===== src/rtl/sar_adc_pkg.sv =====
// Shared constants and types of the converter control logic.
// Assumes a 32-bit APB bus with word-aligned register slots.
package sar_adc_pkg;
  localparam int RESULT_BITS   = 12;
  localparam int CONV_CYCLES   = 60;
  localparam int CONV_CLK_DIV  = 4;
  localparam int TRIG_SOURCES  = 8;
  localparam int ADDR_W        = 12;

  // Register indices; byte address is four times the index
  localparam logic [7:0] IDX_CONTROL = 8'h9A;
  localparam logic [7:0] IDX_SHARED  = 8'h9B;
  localparam logic [7:0] IDX_LOW     = 8'h9C;

  localparam logic [7:0] CONTROL_RESET = 8'h8F;
  localparam logic [7:0] CONFIG_RESET  = 8'h01;
  localparam logic [7:0] RESULT_RESET  = 8'h00;

  // Control register fields
  localparam int CTL_STANDBY = 7;
  localparam int CTL_GO      = 6;
  localparam int CTL_REF     = 5;
  localparam int CTL_DONE    = 4;
  localparam int CTL_CH_LSB  = 0;

  // Second config register fields
  localparam int CFG_HWTRIG  = 7;
  localparam int CFG_TSEL    = 4;
  localparam int CFG_ALIGN   = 2;

  localparam logic [3:0] CH_INTERNAL_1V8 = 4'hF;

  typedef enum logic [1:0] {
    SEQ_IDLE   = 2'b00,
    SEQ_SAMPLE = 2'b01,
    SEQ_DECIDE = 2'b11
  } seq_state_t;

  typedef struct packed {
    logic        powerDown;
    logic        referenceSelect;
    logic        inputEnable;
    logic [3:0]  channelSelect;
    logic        sampling;
    logic [11:0] dacCode;
  } analog_ctrl_t;
endpackage


===== src/rtl/sar_sequencer.sv =====
// Successive-approximation sequencer: sample phase, then one bit per tick.
// Assumes tick pulses one clock wide and a comparator level on its clock.
`timescale 1ns/10ps
`default_nettype none
module sar_sequencer #(
  parameter int BITS   = 12,
  parameter int CYCLES = 60
) (
  // Clock and reset
  input  wire logic            clock,
  input  wire logic            rst_n,
  // Control
  input  wire logic            tick,
  input  wire logic            start,
  input  wire logic            abort,
  input  wire logic            compHigh,
  // Status
  output logic                 busy,
  output logic                 sampling,
  output logic                 done,
  output logic [BITS-1:0]      result,
  output logic [BITS-1:0]      dacCode
);
  import sar_adc_pkg::*;

  localparam logic [5:0] SAMPLE_LAST = 6'(CYCLES - BITS - 1);
  localparam logic [3:0] TOP_BIT     = 4'(BITS - 1);

  seq_state_t state;
  logic [5:0] tickCount;
  logic [3:0] bitIdx;

  always_ff @(posedge clock) begin
    if (!rst_n || abort) begin
      state     <= SEQ_IDLE;
      tickCount <= 6'h00;
      bitIdx    <= 4'h0;
      dacCode   <= '0;
      done      <= 1'b0;
    end else begin
      done <= 1'b0;
      case (state)
        SEQ_IDLE: begin
          if (start) begin
            state     <= SEQ_SAMPLE;
            tickCount <= 6'h00;
            dacCode   <= '0;
          end
        end
        SEQ_SAMPLE: begin
          if (tick) begin
            tickCount <= tickCount + 6'h01;
            if (tickCount == SAMPLE_LAST) begin
              state            <= SEQ_DECIDE;
              bitIdx           <= TOP_BIT;
              dacCode          <= '0;
              dacCode[TOP_BIT] <= 1'b1;
            end
          end
        end
        SEQ_DECIDE: begin
          if (tick) begin
            dacCode[bitIdx] <= compHigh;
            if (bitIdx != 4'h0) begin
              dacCode[bitIdx - 4'h1] <= 1'b1;
              bitIdx <= bitIdx - 4'h1;
            end else begin
              state <= SEQ_IDLE;
              done  <= 1'b1;
            end
          end
        end
        default: state <= SEQ_IDLE;
      endcase
    end
  end

  always_ff @(posedge clock) begin
    if (!rst_n) begin
      result <= '0;
    end else if (state == SEQ_DECIDE && tick && bitIdx == 4'h0) begin
      result <= {dacCode[BITS-1:1], compHigh};
    end
  end

  assign busy     = (state != SEQ_IDLE);
  assign sampling = (state == SEQ_SAMPLE);
endmodule
`default_nettype wire


===== src/rtl/trigger_select.sv =====
// Synchronises the hardware trigger events and picks one rising edge.
// Assumes event lines are asynchronous levels from other blocks or pins.
`timescale 1ns/10ps
`default_nettype none
module trigger_select #(
  parameter int SOURCES = 8
) (
  // Clock and reset
  input  wire logic               clock,
  input  wire logic               rst_n,
  // Events and selection
  input  wire logic [SOURCES-1:0] events,
  input  wire logic [2:0]         sourceSelect,
  input  wire logic               enable,
  // Start request
  output logic                    fire
);
  logic [SOURCES-1:0] syncFirst;
  logic [SOURCES-1:0] syncSecond;
  logic [SOURCES-1:0] syncPrev;

  genvar i;
  generate
    for (i = 0; i < SOURCES; i++) begin : g_sync
      always_ff @(posedge clock) begin
        if (!rst_n) begin
          syncFirst[i]  <= 1'b0;
          syncSecond[i] <= 1'b0;
          syncPrev[i]   <= 1'b0;
        end else begin
          syncFirst[i]  <= events[i];
          syncSecond[i] <= syncFirst[i];
          syncPrev[i]   <= syncSecond[i];
        end
      end
    end
  endgenerate

  // Edge on the chosen source, only while enabled
  always_ff @(posedge clock) begin
    if (!rst_n) begin
      fire <= 1'b0;
    end else begin
      fire <= enable && syncSecond[sourceSelect] && !syncPrev[sourceSelect];
    end
  end
endmodule
`default_nettype wire


===== src/rtl/sar_adc_control_regs.sv =====
// Register file and control of the 12-bit successive-approximation converter.
// Assumes an APB master on the same clock and an analog core outside.
//
// Register access over APB was decided locally.
`timescale 1ns/10ps
`default_nettype none
module sar_adc_control_regs #(
  parameter int CLK_DIV = sar_adc_pkg::CONV_CLK_DIV
) (
  // Clock and reset
  input  wire logic                            clock,
  input  wire logic                            rst_n,
  // APB slave
  input  wire logic                            psel,
  input  wire logic                            penable,
  input  wire logic                            pwrite,
  input  wire logic [sar_adc_pkg::ADDR_W-1:0]  paddr,
  input  wire logic [31:0]                     pwdata,
  output logic                                 pready,
  output logic [31:0]                          prdata,
  output logic                                 pslverr,
  // Analog core
  input  wire logic                            compRaw,
  output sar_adc_pkg::analog_ctrl_t            analogCtrl,
  // Hardware trigger events
  input  wire logic [sar_adc_pkg::TRIG_SOURCES-1:0] triggerEvents
);
  import sar_adc_pkg::*;

  localparam logic [7:0] DIV_LAST = 8'(CLK_DIV - 1);

  // Register state: control fields, second config and results
  logic       standby;
  logic       go;
  logic       reference_select;
  logic       doneFlag;
  logic [3:0] channel;
  logic [7:0] config2;
  logic [7:0] resultHigh;
  logic [7:0] resultLow;

  // Bus decode
  logic       access;
  logic       writeTaken;
  logic       aligned;
  logic [7:0] regIdx;
  logic       hitControl;
  logic       hitShared;
  logic       hitLow;
  logic       hitAny;
  logic [7:0] readValue;

  // Converter timing and sequencing
  logic [7:0] divCount;
  logic       tick;
  logic       compFirst;
  logic       compHigh;
  logic       startReq;
  logic       abortReq;
  logic       hwFire;
  logic       seqBusy;
  logic       seqSampling;
  logic       seqDone;
  logic [RESULT_BITS-1:0] seqResult;
  logic [RESULT_BITS-1:0] seqDac;
  logic       swStart;
  logic       swStop;

  assign access     = psel && penable;
  assign writeTaken = access && pready && pwrite;
  assign aligned    = (paddr[1:0] == 2'b00);
  assign regIdx     = 8'(paddr[ADDR_W-1:2]);
  assign hitControl = aligned && regIdx == IDX_CONTROL;
  assign hitShared  = aligned && regIdx == IDX_SHARED;
  assign hitLow     = aligned && regIdx == IDX_LOW;
  assign hitAny     = hitControl || hitShared || hitLow;

  assign swStart = writeTaken && hitControl && pwdata[CTL_GO];
  assign swStop  = writeTaken && hitControl && !pwdata[CTL_GO];

  // Read mux; shared slot shows config while in standby
  always_comb begin
    readValue = 8'h00;
    if (hitControl) begin
      readValue = {standby, go, reference_select, doneFlag, channel};
    end else if (hitShared) begin
      readValue = standby ? config2 : resultHigh;
    end else if (hitLow) begin
      readValue = resultLow;
    end
  end

  // APB answer after one wait state
  always_ff @(posedge clock) begin
    if (!rst_n) begin
      pready  <= 1'b0;
      prdata  <= 32'h0000_0000;
      pslverr <= 1'b0;
    end else begin
      pready  <= access && !pready;
      if (access && !pready) begin
        prdata  <= pwrite ? 32'h0000_0000 : {24'h00_0000, readValue};
        pslverr <= !hitAny;
      end else begin
        pslverr <= 1'b0;
      end
    end
  end

  // Control register fields
  always_ff @(posedge clock) begin
    if (!rst_n) begin
      standby <= CONTROL_RESET[CTL_STANDBY];
      reference_select  <= CONTROL_RESET[CTL_REF];
      channel <= CONTROL_RESET[CTL_CH_LSB +: 4];
    end else if (writeTaken && hitControl) begin
      standby <= pwdata[CTL_STANDBY];
      reference_select  <= pwdata[CTL_REF];
      channel <= pwdata[CTL_CH_LSB +: 4];
    end
  end

  // Go bit: set by software or trigger, cleared on stop or finish
  always_ff @(posedge clock) begin
    if (!rst_n) begin
      go <= CONTROL_RESET[CTL_GO];
    end else if (swStop || standby) begin
      go <= 1'b0;
    end else if (swStart || hwFire) begin
      go <= 1'b1;
    end else if (seqDone) begin
      go <= 1'b0;
    end
  end

  // Start and abort pulses to the sequencer
  always_ff @(posedge clock) begin
    if (!rst_n) begin
      startReq <= 1'b0;
      abortReq <= 1'b0;
    end else begin
      startReq <= !standby && (swStart || hwFire);
      abortReq <= swStop || standby;
    end
  end

  // Done flag; a finish in the same cycle as a start wins
  always_ff @(posedge clock) begin
    if (!rst_n) begin
      doneFlag <= CONTROL_RESET[CTL_DONE];
    end else if (seqDone) begin
      doneFlag <= 1'b1;
    end else if (startReq) begin
      doneFlag <= 1'b0;
    end
  end

  // Second config register, written at the shared slot
  always_ff @(posedge clock) begin
    if (!rst_n) begin
      config2 <= CONFIG_RESET;
    end else if (writeTaken && hitShared) begin
      config2 <= pwdata[7:0];
    end
  end

  // Results loaded together, placed by alignment
  always_ff @(posedge clock) begin
    if (!rst_n) begin
      resultHigh <= RESULT_RESET;
      resultLow  <= RESULT_RESET;
    end else if (seqDone) begin
      if (!config2[CFG_ALIGN]) begin
        resultHigh <= seqResult[11:4];
        resultLow  <= {seqResult[3:0], 4'h0};
      end else begin
        resultHigh <= {4'h0, seqResult[11:8]};
        resultLow  <= seqResult[7:0];
      end
    end
  end

  // Converter clock divider, halted in standby
  always_ff @(posedge clock) begin
    if (!rst_n || standby) begin
      divCount <= 8'h00;
      tick     <= 1'b0;
    end else begin
      tick     <= (divCount == DIV_LAST);
      divCount <= (divCount == DIV_LAST) ? 8'h00 : divCount + 8'h01;
    end
  end

  // Comparator level from the analog side
  always_ff @(posedge clock) begin
    if (!rst_n) begin
      compFirst <= 1'b0;
      compHigh  <= 1'b0;
    end else begin
      compFirst <= compRaw;
      compHigh  <= compFirst;
    end
  end

  sar_sequencer #(
    .BITS   (RESULT_BITS),
    .CYCLES (CONV_CYCLES)
  ) u_sequencer (
    .clock    (clock),
    .rst_n    (rst_n),
    .tick     (tick),
    .start    (startReq),
    .abort    (abortReq),
    .compHigh (compHigh),
    .busy     (seqBusy),
    .sampling (seqSampling),
    .done     (seqDone),
    .result   (seqResult),
    .dacCode  (seqDac)
  );

  trigger_select #(
    .SOURCES (TRIG_SOURCES)
  ) u_trigger (
    .clock        (clock),
    .rst_n        (rst_n),
    .events       (triggerEvents),
    .sourceSelect (config2[CFG_TSEL +: 3]),
    .enable       (config2[CFG_HWTRIG] && !standby && !seqBusy),
    .fire         (hwFire)
  );

  // Analog controls, all from flip-flops
  always_ff @(posedge clock) begin
    if (!rst_n) begin
      analogCtrl.powerDown       <= CONTROL_RESET[CTL_STANDBY];
      analogCtrl.referenceSelect <= CONTROL_RESET[CTL_REF];
      analogCtrl.inputEnable     <= 1'b1;
      analogCtrl.channelSelect   <= CH_INTERNAL_1V8;
      analogCtrl.sampling        <= 1'b0;
      analogCtrl.dacCode         <= '0;
    end else begin
      analogCtrl.powerDown       <= standby;
      analogCtrl.referenceSelect <= reference_select;
      analogCtrl.inputEnable     <= !(reference_select && channel == 4'h0);
      analogCtrl.channelSelect   <= channel;
      analogCtrl.sampling        <= seqSampling;
      analogCtrl.dacCode         <= seqDac;
    end
  end
endmodule
`default_nettype wire


===== config.mk =====
export PLATFORM = sky130hd
export DESIGN_NAME = sar_adc_control_regs
export DESIGN_NICKNAME = d
export VERILOG_FILES = /design/src/rtl/sar_adc_pkg.sv /design/src/rtl/sar_sequencer.sv /design/src/rtl/trigger_select.sv /design/src/rtl/sar_adc_control_regs.sv
export SDC_FILE = /design/constraint.sdc
export NUM_CORES = 1
export LEC_CHECK = 0
export ABC_CLOCK_PERIOD_IN_PS = 3500
export BUFFER_PORTS_ARGS = -buffer_cell sky130_fd_sc_hd__buf_2
export CORE_ASPECT_RATIO = 0.9
export CORE_MARGIN = 3
export CORE_UTILIZATION = 55
export CTS_BUF_LIST = sky130_fd_sc_hd__clkbuf_4 sky130_fd_sc_hd__clkbuf_8 sky130_fd_sc_hd__clkbuf_16
export CTS_CLUSTER_DIAMETER = 100
export DETAILED_ROUTE_END_ITERATION = 7
export GPL_ROUTABILITY_DRIVEN = 0
export PLACE_DENSITY = 0.75
export SETUP_SLACK_MARGIN = 0.3
export SYNTH_ARGS = -nofsm -noshare
export SYNTH_HDL_FRONTEND = slang
export SYNTH_SLANG_ARGS = --single-unit

===== constraint.sdc =====
create_clock -name clock -period 3.5 [get_ports clock]
set_input_delay 0.35 -clock clock [delete_from_list [all_inputs] [get_ports clock]]
set_output_delay 0.35 -clock clock [all_outputs]
set_load 0.02 [all_outputs]

==> results of run 1 <==
==> path summary, 6_finish.rpt <==
check	endpoint	depth (start not counted)	slack (ps)
worst max-delay path	u_sequencer.result[2]	6	940
worst min-delay path	u_trigger.syncFirst[5]	2	140
worst max register to register	u_sequencer.result[2]	6	940
worst min register to register	u_trigger.syncSecond[0]	1	430
==> power by group through the flow <==
| stage | registers (µW) | logic [µW] | clock network [µW] |
|---|---|---|---|
| final | 1580 | 107 | 1790 |
| after global routing | 1580 | 118 | 1890 |
| after CTS | 1580 | 106 | 1810 |
| after detailed placement | 1610 | 106 | 0 |
| after global placement | 1610 | 104 | 0 |
| after floorplan | 1610 | 93.8 | 0 |
==> placed cells by master, fill, tap and decap left out, drive strengths merged, types with 13 or more instances in the layout <==
| cell | instances |
|---|---|
| nand3 | 13 |
| clkbuf | 19 |
| a21oi | 34 |
| mux2i | 23 |
| a21boi | 18 |
| buf | 63 |
| and2 | 42 |
| nor3 | 13 |
| nor2 | 44 |
| inv | 13 |
| o21ai | 29 |
| dfxtp | 137 |
| nand2 | 78 |
| conb | 24 |
==> logic make-up (layout without fill, tap and decap cells) <==
logic type	after synthesis	in the layout	synth area share [%]
adder cells (fa/ha/maj)	8	8	1.67
AO/OA/AOI/OAI	146	146	16.8
buffers and inverters	78	108	6.93
multiplexers	27	27	4.59
flip-flops	137	137	45.7
AND/OR/NAND/NOR	255	255	22.8
XOR/XNOR	10	10	1.46
other	1	24	0.0625
==> per-stage QoR <==
stage	worst slack, ps	instances	hold WS, ps	area, µm²
3_3_place_gp	1120	813	413	6200
4_1_cts	976	844	136	6800
2_1_floorplan	1650	685	412	6080
5_1_grt	693	844	139	6800
3_5_place_dp	1020	813	419	6200
6_report	944	844	141	6800
==> routing by layer <==
metal  vias to the layer above  GRT usage (%)
li1                       2348              -
met1                      2200           28.9
met2                       168           31.6
met3                        25           6.14
met4                         0           6.88
met5                         -              0
==> registers in the layout, indices dropped and copies added, names as in the netlist, 2 cells and up <==
signal	count
config2	8
u_sequencer.tickCount	6
u_sequencer.result	12
u_sequencer.state	2
u_trigger.syncSecond	8
u_trigger.syncFirst	8
u_sequencer.dacCode	12
u_trigger.syncPrev	8
u_sequencer.bitIdx	4
resultHigh	8
resultLow	8
channel	4
divCount	8
analogCtrl	20
prdata	8
==> worst register-to-register path, delay by kind of cell, from the launching register on <==
family	cells	cell delay, ps
and+or+nand+nor	3	1410
buffers and inverters	1	180
adders and majority gates	1	340
AOI/OAI and AO/OA	1	170
DFF	1	390
==> final cells by class <==
class	count	area, µm²	share of cell area [%]
inverters	14	52.6	0.773
clock inverters	12	151	2.23
multi-input cells	470	2930	43.0
repair buffers	63	320	4.71
flip-flops and latches	137	2740	40.3
clock buffers	19	447	6.57
well taps	129	161	2.37
==> results.md, run 1 <==
* P_leak at 0.00272 µW
* Max FO, Critical Path at 12
* # clock sinks at 137
* Top cells by area, synth: dfxtp_1 46%, nand2_1 4.9%, and2_1 4.4%
* Critical path class: register to register
* Final Cycle Share at 73.0%
* Sum of negative setup slack at 0 ps
* Share of total power in combinational logic at 3.1%
* Post-synthesis cell type count at 68
* Worst Setup SP: u_sequencer.bitIdx[0]
* Final setup violation count at 0
* Initial DRC count at 397
* Minimum clock period after layout at 2560 ps
* Crit-path cells: inv_1, ha_1, or3b_1, nor2_1, nand2_1, a21boi_0
* Met3 WL post-DR at 848 µm
* CP endpoint kind: register
* Initial antenna violation count at 0
* Layout cells sized above 1 at 15.0%
* Number of buffers created by CTS at 17
* Worst min-delay path category: primary input to register
* Skew final at 9.84 ps
* Wire length on met2 at 5.64 mm
* DRC viols at 0
* Crit path largest cell delay at 690 ps
* CTS resizes at 0
* Worst-margin pin slew at 805 ps
* Total GRT Usage at 21.0%
* Fillers at 858
* Core area at 0.0104 mm²
* Unrepaired setup endpoints after global routing: no
* Ant. Diodes at 0
* Most frequent cell after synthesis: dfxtp_1
* Pwr dens at 511 mW/mm²
* Largest net degree at the start of global routing at 93
* Mean post-synth cell area at 9.06 µm²
* GRT overflow at 0
* Max H-tree Level at 4
* Switching Share at 21.0%
* Vias per inst at 5.62
* Clk pwr share at 51.4%
* Reg clk slew, reported paths at 60 ps
* Slowest stage cell, crit path: nor2_1
* #FFs+latches synth at 137
* Max-slew violation count at 0
* Power, Total at 3470 µW
* Critical Path Start Type: register
* Min-delay src: triggerEvents[5]
* Clk_lat worst skew at 410 ps
* Slew Limit Headroom at 46.2%
* Drt first pass iters at 4
* Status: finished, final reports clean
* CTS tree: yes
* Die height at 105 µm
* Initial Util at 57.5%
* CP bufs+invs at 1
* Max Clock Freq at 391 MHz
* Post-synth top area share at 45.7%
* Area of the die at 0.0122 mm²
* Highest Signal Layer: met4
* Port bufs at 61
* EDFF count, synth at 0
* First-pass GRT wire length at 20.5 mm
* Core Util, Final at 65.2%
* Via count at 4,741
* Cell taking the most area after synthesis: dfxtp_1
* Power share of the sequential group at 45.5%
* Vias in the first global route at 4,323
* Nets at 769
* Max VDD drop at 0.000523 V
* Detail Route Antenna Nets at 0
* I/O pins at 112
* Top delay family on crit path: simple AND/OR/NAND/NOR gates
* Layout area overhead at 13.4%
* Synth top cells by count: 137 x dfxtp_1, 78 x nand2_1, 44 x nor2_1, 42 x and2_1, 34 x a21oi_1
* Net Sw Power at 728 µW
* Internal power at 2740 µW
* Site Rows at 35
* Post-Synthesis Cells at 662
* Synth warn at 0
* Sequential share of the synthesized area at 45.7%
* Max-Cap Viols at 0
* Setup bufs post-CTS at 0
* Critical path required time at 3840 ps
* DR WL/cell at 15.1 µm
* Clk buf depth at 2
* Post-Syn Area at 0.00600 mm²
* Die X at 116 µm
* Met1 wire length at 6.03 mm
* Final HPWL DP at 8.64 mm
* Ys async rst share at 0%
* Top FF cell, synth: dfxtp_1
* CTS root buffer: clkbuf_16
* Final hold viol count at 0
* Worst path arrival time at 2890 ps
* CTS Hold Bufs at 0
* DRT Wirelength at 12.7 mm
* Reg2reg start: u_sequencer.bitIdx[0]
No activity file was read; power rests on OpenSTA's default activity.
==> run 2, diff against run 1 <==
ABC_CLOCK_PERIOD_IN_PS = 2200   (was 3500)
CORE_UTILIZATION = 50   (was 55)
PLACE_DENSITY = 0.72   (was 0.75)
clock period = 2.2 ns   (was 3.5 ns; I/O delays follow)
==> results.md, run 2 (synthesis gave the netlist of run 1 again) <==
* Fillers at 995 (+16%)
* DP Worst Slack at 299 ps (-725 ps)
* Critical path class: register to register
* Layout area overhead at 17.5%
* Via count at 4,864 (+2.6%)
* Worst min-delay path category: primary input to register
* Commonest non-fill, non-tap cell in the layout: dfxtp_1
* Net Sw Power at 1170 µW (+61%)
* Largest net degree at the start of global routing at 52 (-44%)
* Port bufs at 61 (unchanged)
* Worst-margin pin slew at 565 ps (-239 ps)
* DRC viols at 0 (unchanged)
* Sum of negative setup slack at 0 ps (unchanged)
* Slowest stage cell, crit path: or4b_2
* Crit-path cells: or4b_2, o22ai_1, a221oi_1, nor3_1
* Area of the die at 0.0133 mm² (+9.4%)
* Max FO, Critical Path at 15 (+3)
* Total GRT Usage at 20.0% (-1.1 points)
* Largest register by flop count: analogCtrl
* Vias per inst at 5.47 (-2.6%)
* Critical path required time at 2530 ps (-1310 ps)
* Power share of the sequential group at 43.2% (-2.3 points)
* CTS root buffer: clkbuf_16
* Unrepaired setup endpoints after global routing: no
* Reg clk slew, reported paths at 60 ps (about the same)
* Ant. Diodes at 0 (unchanged)
* Detail Route Antenna Nets at 0 (unchanged)
* Clk_lat worst skew at 410 ps (about the same)
* Core Util, Final at 60.9% (-4.4 points)
* Worst path arrival time at 2160 ps (-730 ps)
* R2R Path End: u_sequencer.dacCode[3]
* I/O pins at 112 (unchanged)
* CP endpoint kind: register
* Max VDD drop at 0.000567 V (+8.3%)
* Reg2reg start: u_sequencer.bitIdx[3]
* Commonest cells after routing, fill and taps aside: 137 x dfxtp_1, 77 x nand2_1, 61 x buf_2
* Share of total power in combinational logic at 3.1% (about the same)
* Max Clock Freq at 544 MHz (+39%)
* Final setup violation count at 0 (unchanged)
* First-pass GRT wire length at 21.4 mm (+4.4%)
* Max-Cap Viols at 0 (unchanged)
* Top flop regs: analogCtrl: 20 flops, u_sequencer.dacCode: 12 flops, u_sequencer.result: 12 flops
* Switching Share at 20.2% (-0.77 points)
* DR WL/cell at 14.7 µm (-2.4%)
* Skew final at 9.24 ps (-0.605 ps)
* Vias in the first global route at 4,471 (+3.4%)
* Initial Util at 51.8% (-5.7 points)
* Site Rows at 37 (+5.7%)
* P_leak at 0.00284 µW (+4.3%)
* PnR worst setup slack at 363 ps (-581 ps)
* DRT Wirelength at 13.1 mm (+2.9%)
* Max H-tree Level at 4 (unchanged)
* Clk pwr share at 53.7% (+2.3 points)
* Die X at 121 µm (+4.6%)
* Slew Limit Headroom at 62.3% (+16 points)
* Setup bufs post-CTS at 0 (unchanged)
* Largest register FFs at 20 (unchanged)
* Number of buffers created by CTS at 17 (unchanged)
* Status: finished, final reports clean
* Initial DRC count at 422 (+6.3%)
* Worst Setup SP: u_sequencer.bitIdx[3]
* Pwr dens at 826 mW/mm² (+62%)
* CP bufs+invs at 0 (-1)
* Clk buf depth at 2 (unchanged)
* Crit path largest cell delay at 670 ps (-20 ps)
* Nets at 786 (+2.2%)
* Multi-input gate area at 0.00294 mm² (+0.60%)
* Critical Path Start Type: register
* Final Cycle Share at 83.5% (+10 points)
* FF-to-FF setup slack at 360 ps (-580 ps)
* Die height at 110 µm (+4.6%)
* Initial antenna violation count at 0 (unchanged)
* Stages on worst setup path at 4 (-2)
* Fin area at 0.00705 mm² (+3.6%)
* Register area at 0.00274 mm² (unchanged)
* CP Capture Point: u_sequencer.dacCode[3]
* Drt first pass iters at 5 (+1)
* Internal power at 4640 µW (+69%)
* Layout cells sized above 1 at 17.6% (+2.6 points)
* Minimum clock period after layout at 1840 ps (-719 ps)
* CTS tree: yes
* R2R depth at 4 (-2)
* Top delay family on crit path: simple AND/OR/NAND/NOR gates
* Max-slew violation count at 0 (unchanged)
* # clock sinks at 137 (unchanged)
* Core area at 0.0116 mm² (+11%)
* Final hold viol count at 0 (unchanged)
* Final HPWL DP at 9.21 mm (+6.7%)
* DP Area at 0.00634 mm² (+2.2%)
* GRT overflow at 0 (unchanged)
run 2: power groups by stage:
stage                     registers (µW)  logic (µW)  clock network, µW
after CTS                           2510         177               3160
final                               2510         180               3120
after global routing                2510         198               3280
after detailed placement            2570         174                  0
after global placement              2570         170                  0
after floorplan                     2560         149                  0
run 2: through the flow:
stage               total power, µW  hold WS (ps)  cells
finish                         5820          15.8    889
global route                   5990          12.2    889
CTS                            5850         0.871    887
detailed placement             2740           422    854
global placement               2740           414    854
floorplan                      2710           347    685
run 2: worst register-to-register path, cell delays in order (launching register included):
cell      delay (ps)
dfxtp_1          600
or4b_2           670
o22ai_1          210
a221oi_1         120
nor3_1           160
run 2: worst min path at each step:
stage / slack [ps] / to / cells past startpoint / startpoint
finish: 20 / u_trigger.syncFirst[4] / 2 / triggerEvents[4]
global route: 10 / u_trigger.syncFirst[4] / 2 / triggerEvents[4]
CTS: 0.9 / u_trigger.syncFirst[4] / 2 / triggerEvents[4]
detailed placement: 420 / compHigh / 1 / compFirst
global placement: 410 / u_trigger.syncSecond[4] / 1 / u_trigger.syncFirst[4]
floorplan: 350 / compFirst / 1 / compRaw
run 2: routing by layer:
metal | vias to the layer above | GRT usage, % | share of wire, % | wire (µm)
met1 | 2270 | 26.9 | 46 | 5980
met5 | - | 0 | 0 | 0
met3 | 21 | 5.14 | 6.4 | 835
met2 | 178 | 31.7 | 47 | 6120
met4 | 0 | 5.92 | 1.2 | 154
li1 | 2395 | - | - | -
run 2: what timing repair did:
| action | in CTS | in global routing |
|---|---|---|
| hold buffers | 1 | 2 |
| endpoints found under the hold margin | 1 | 2 |
| gates resized for setup | 0 | 7 |
| setup endpoints to repair | 0 | 25 |
run 2: layout make-up:
cell class                      count  share of cell area (%)
Inverter                           14                   0.746
Tap cell                          156                    2.77
Clock inverter                     12                    2.79
Timing Repair Buffer               80                    6.46
Clock buffer                       20                    6.54
Sequential cell                   137                    38.9
Multi-Input combinational cell    470                    41.8
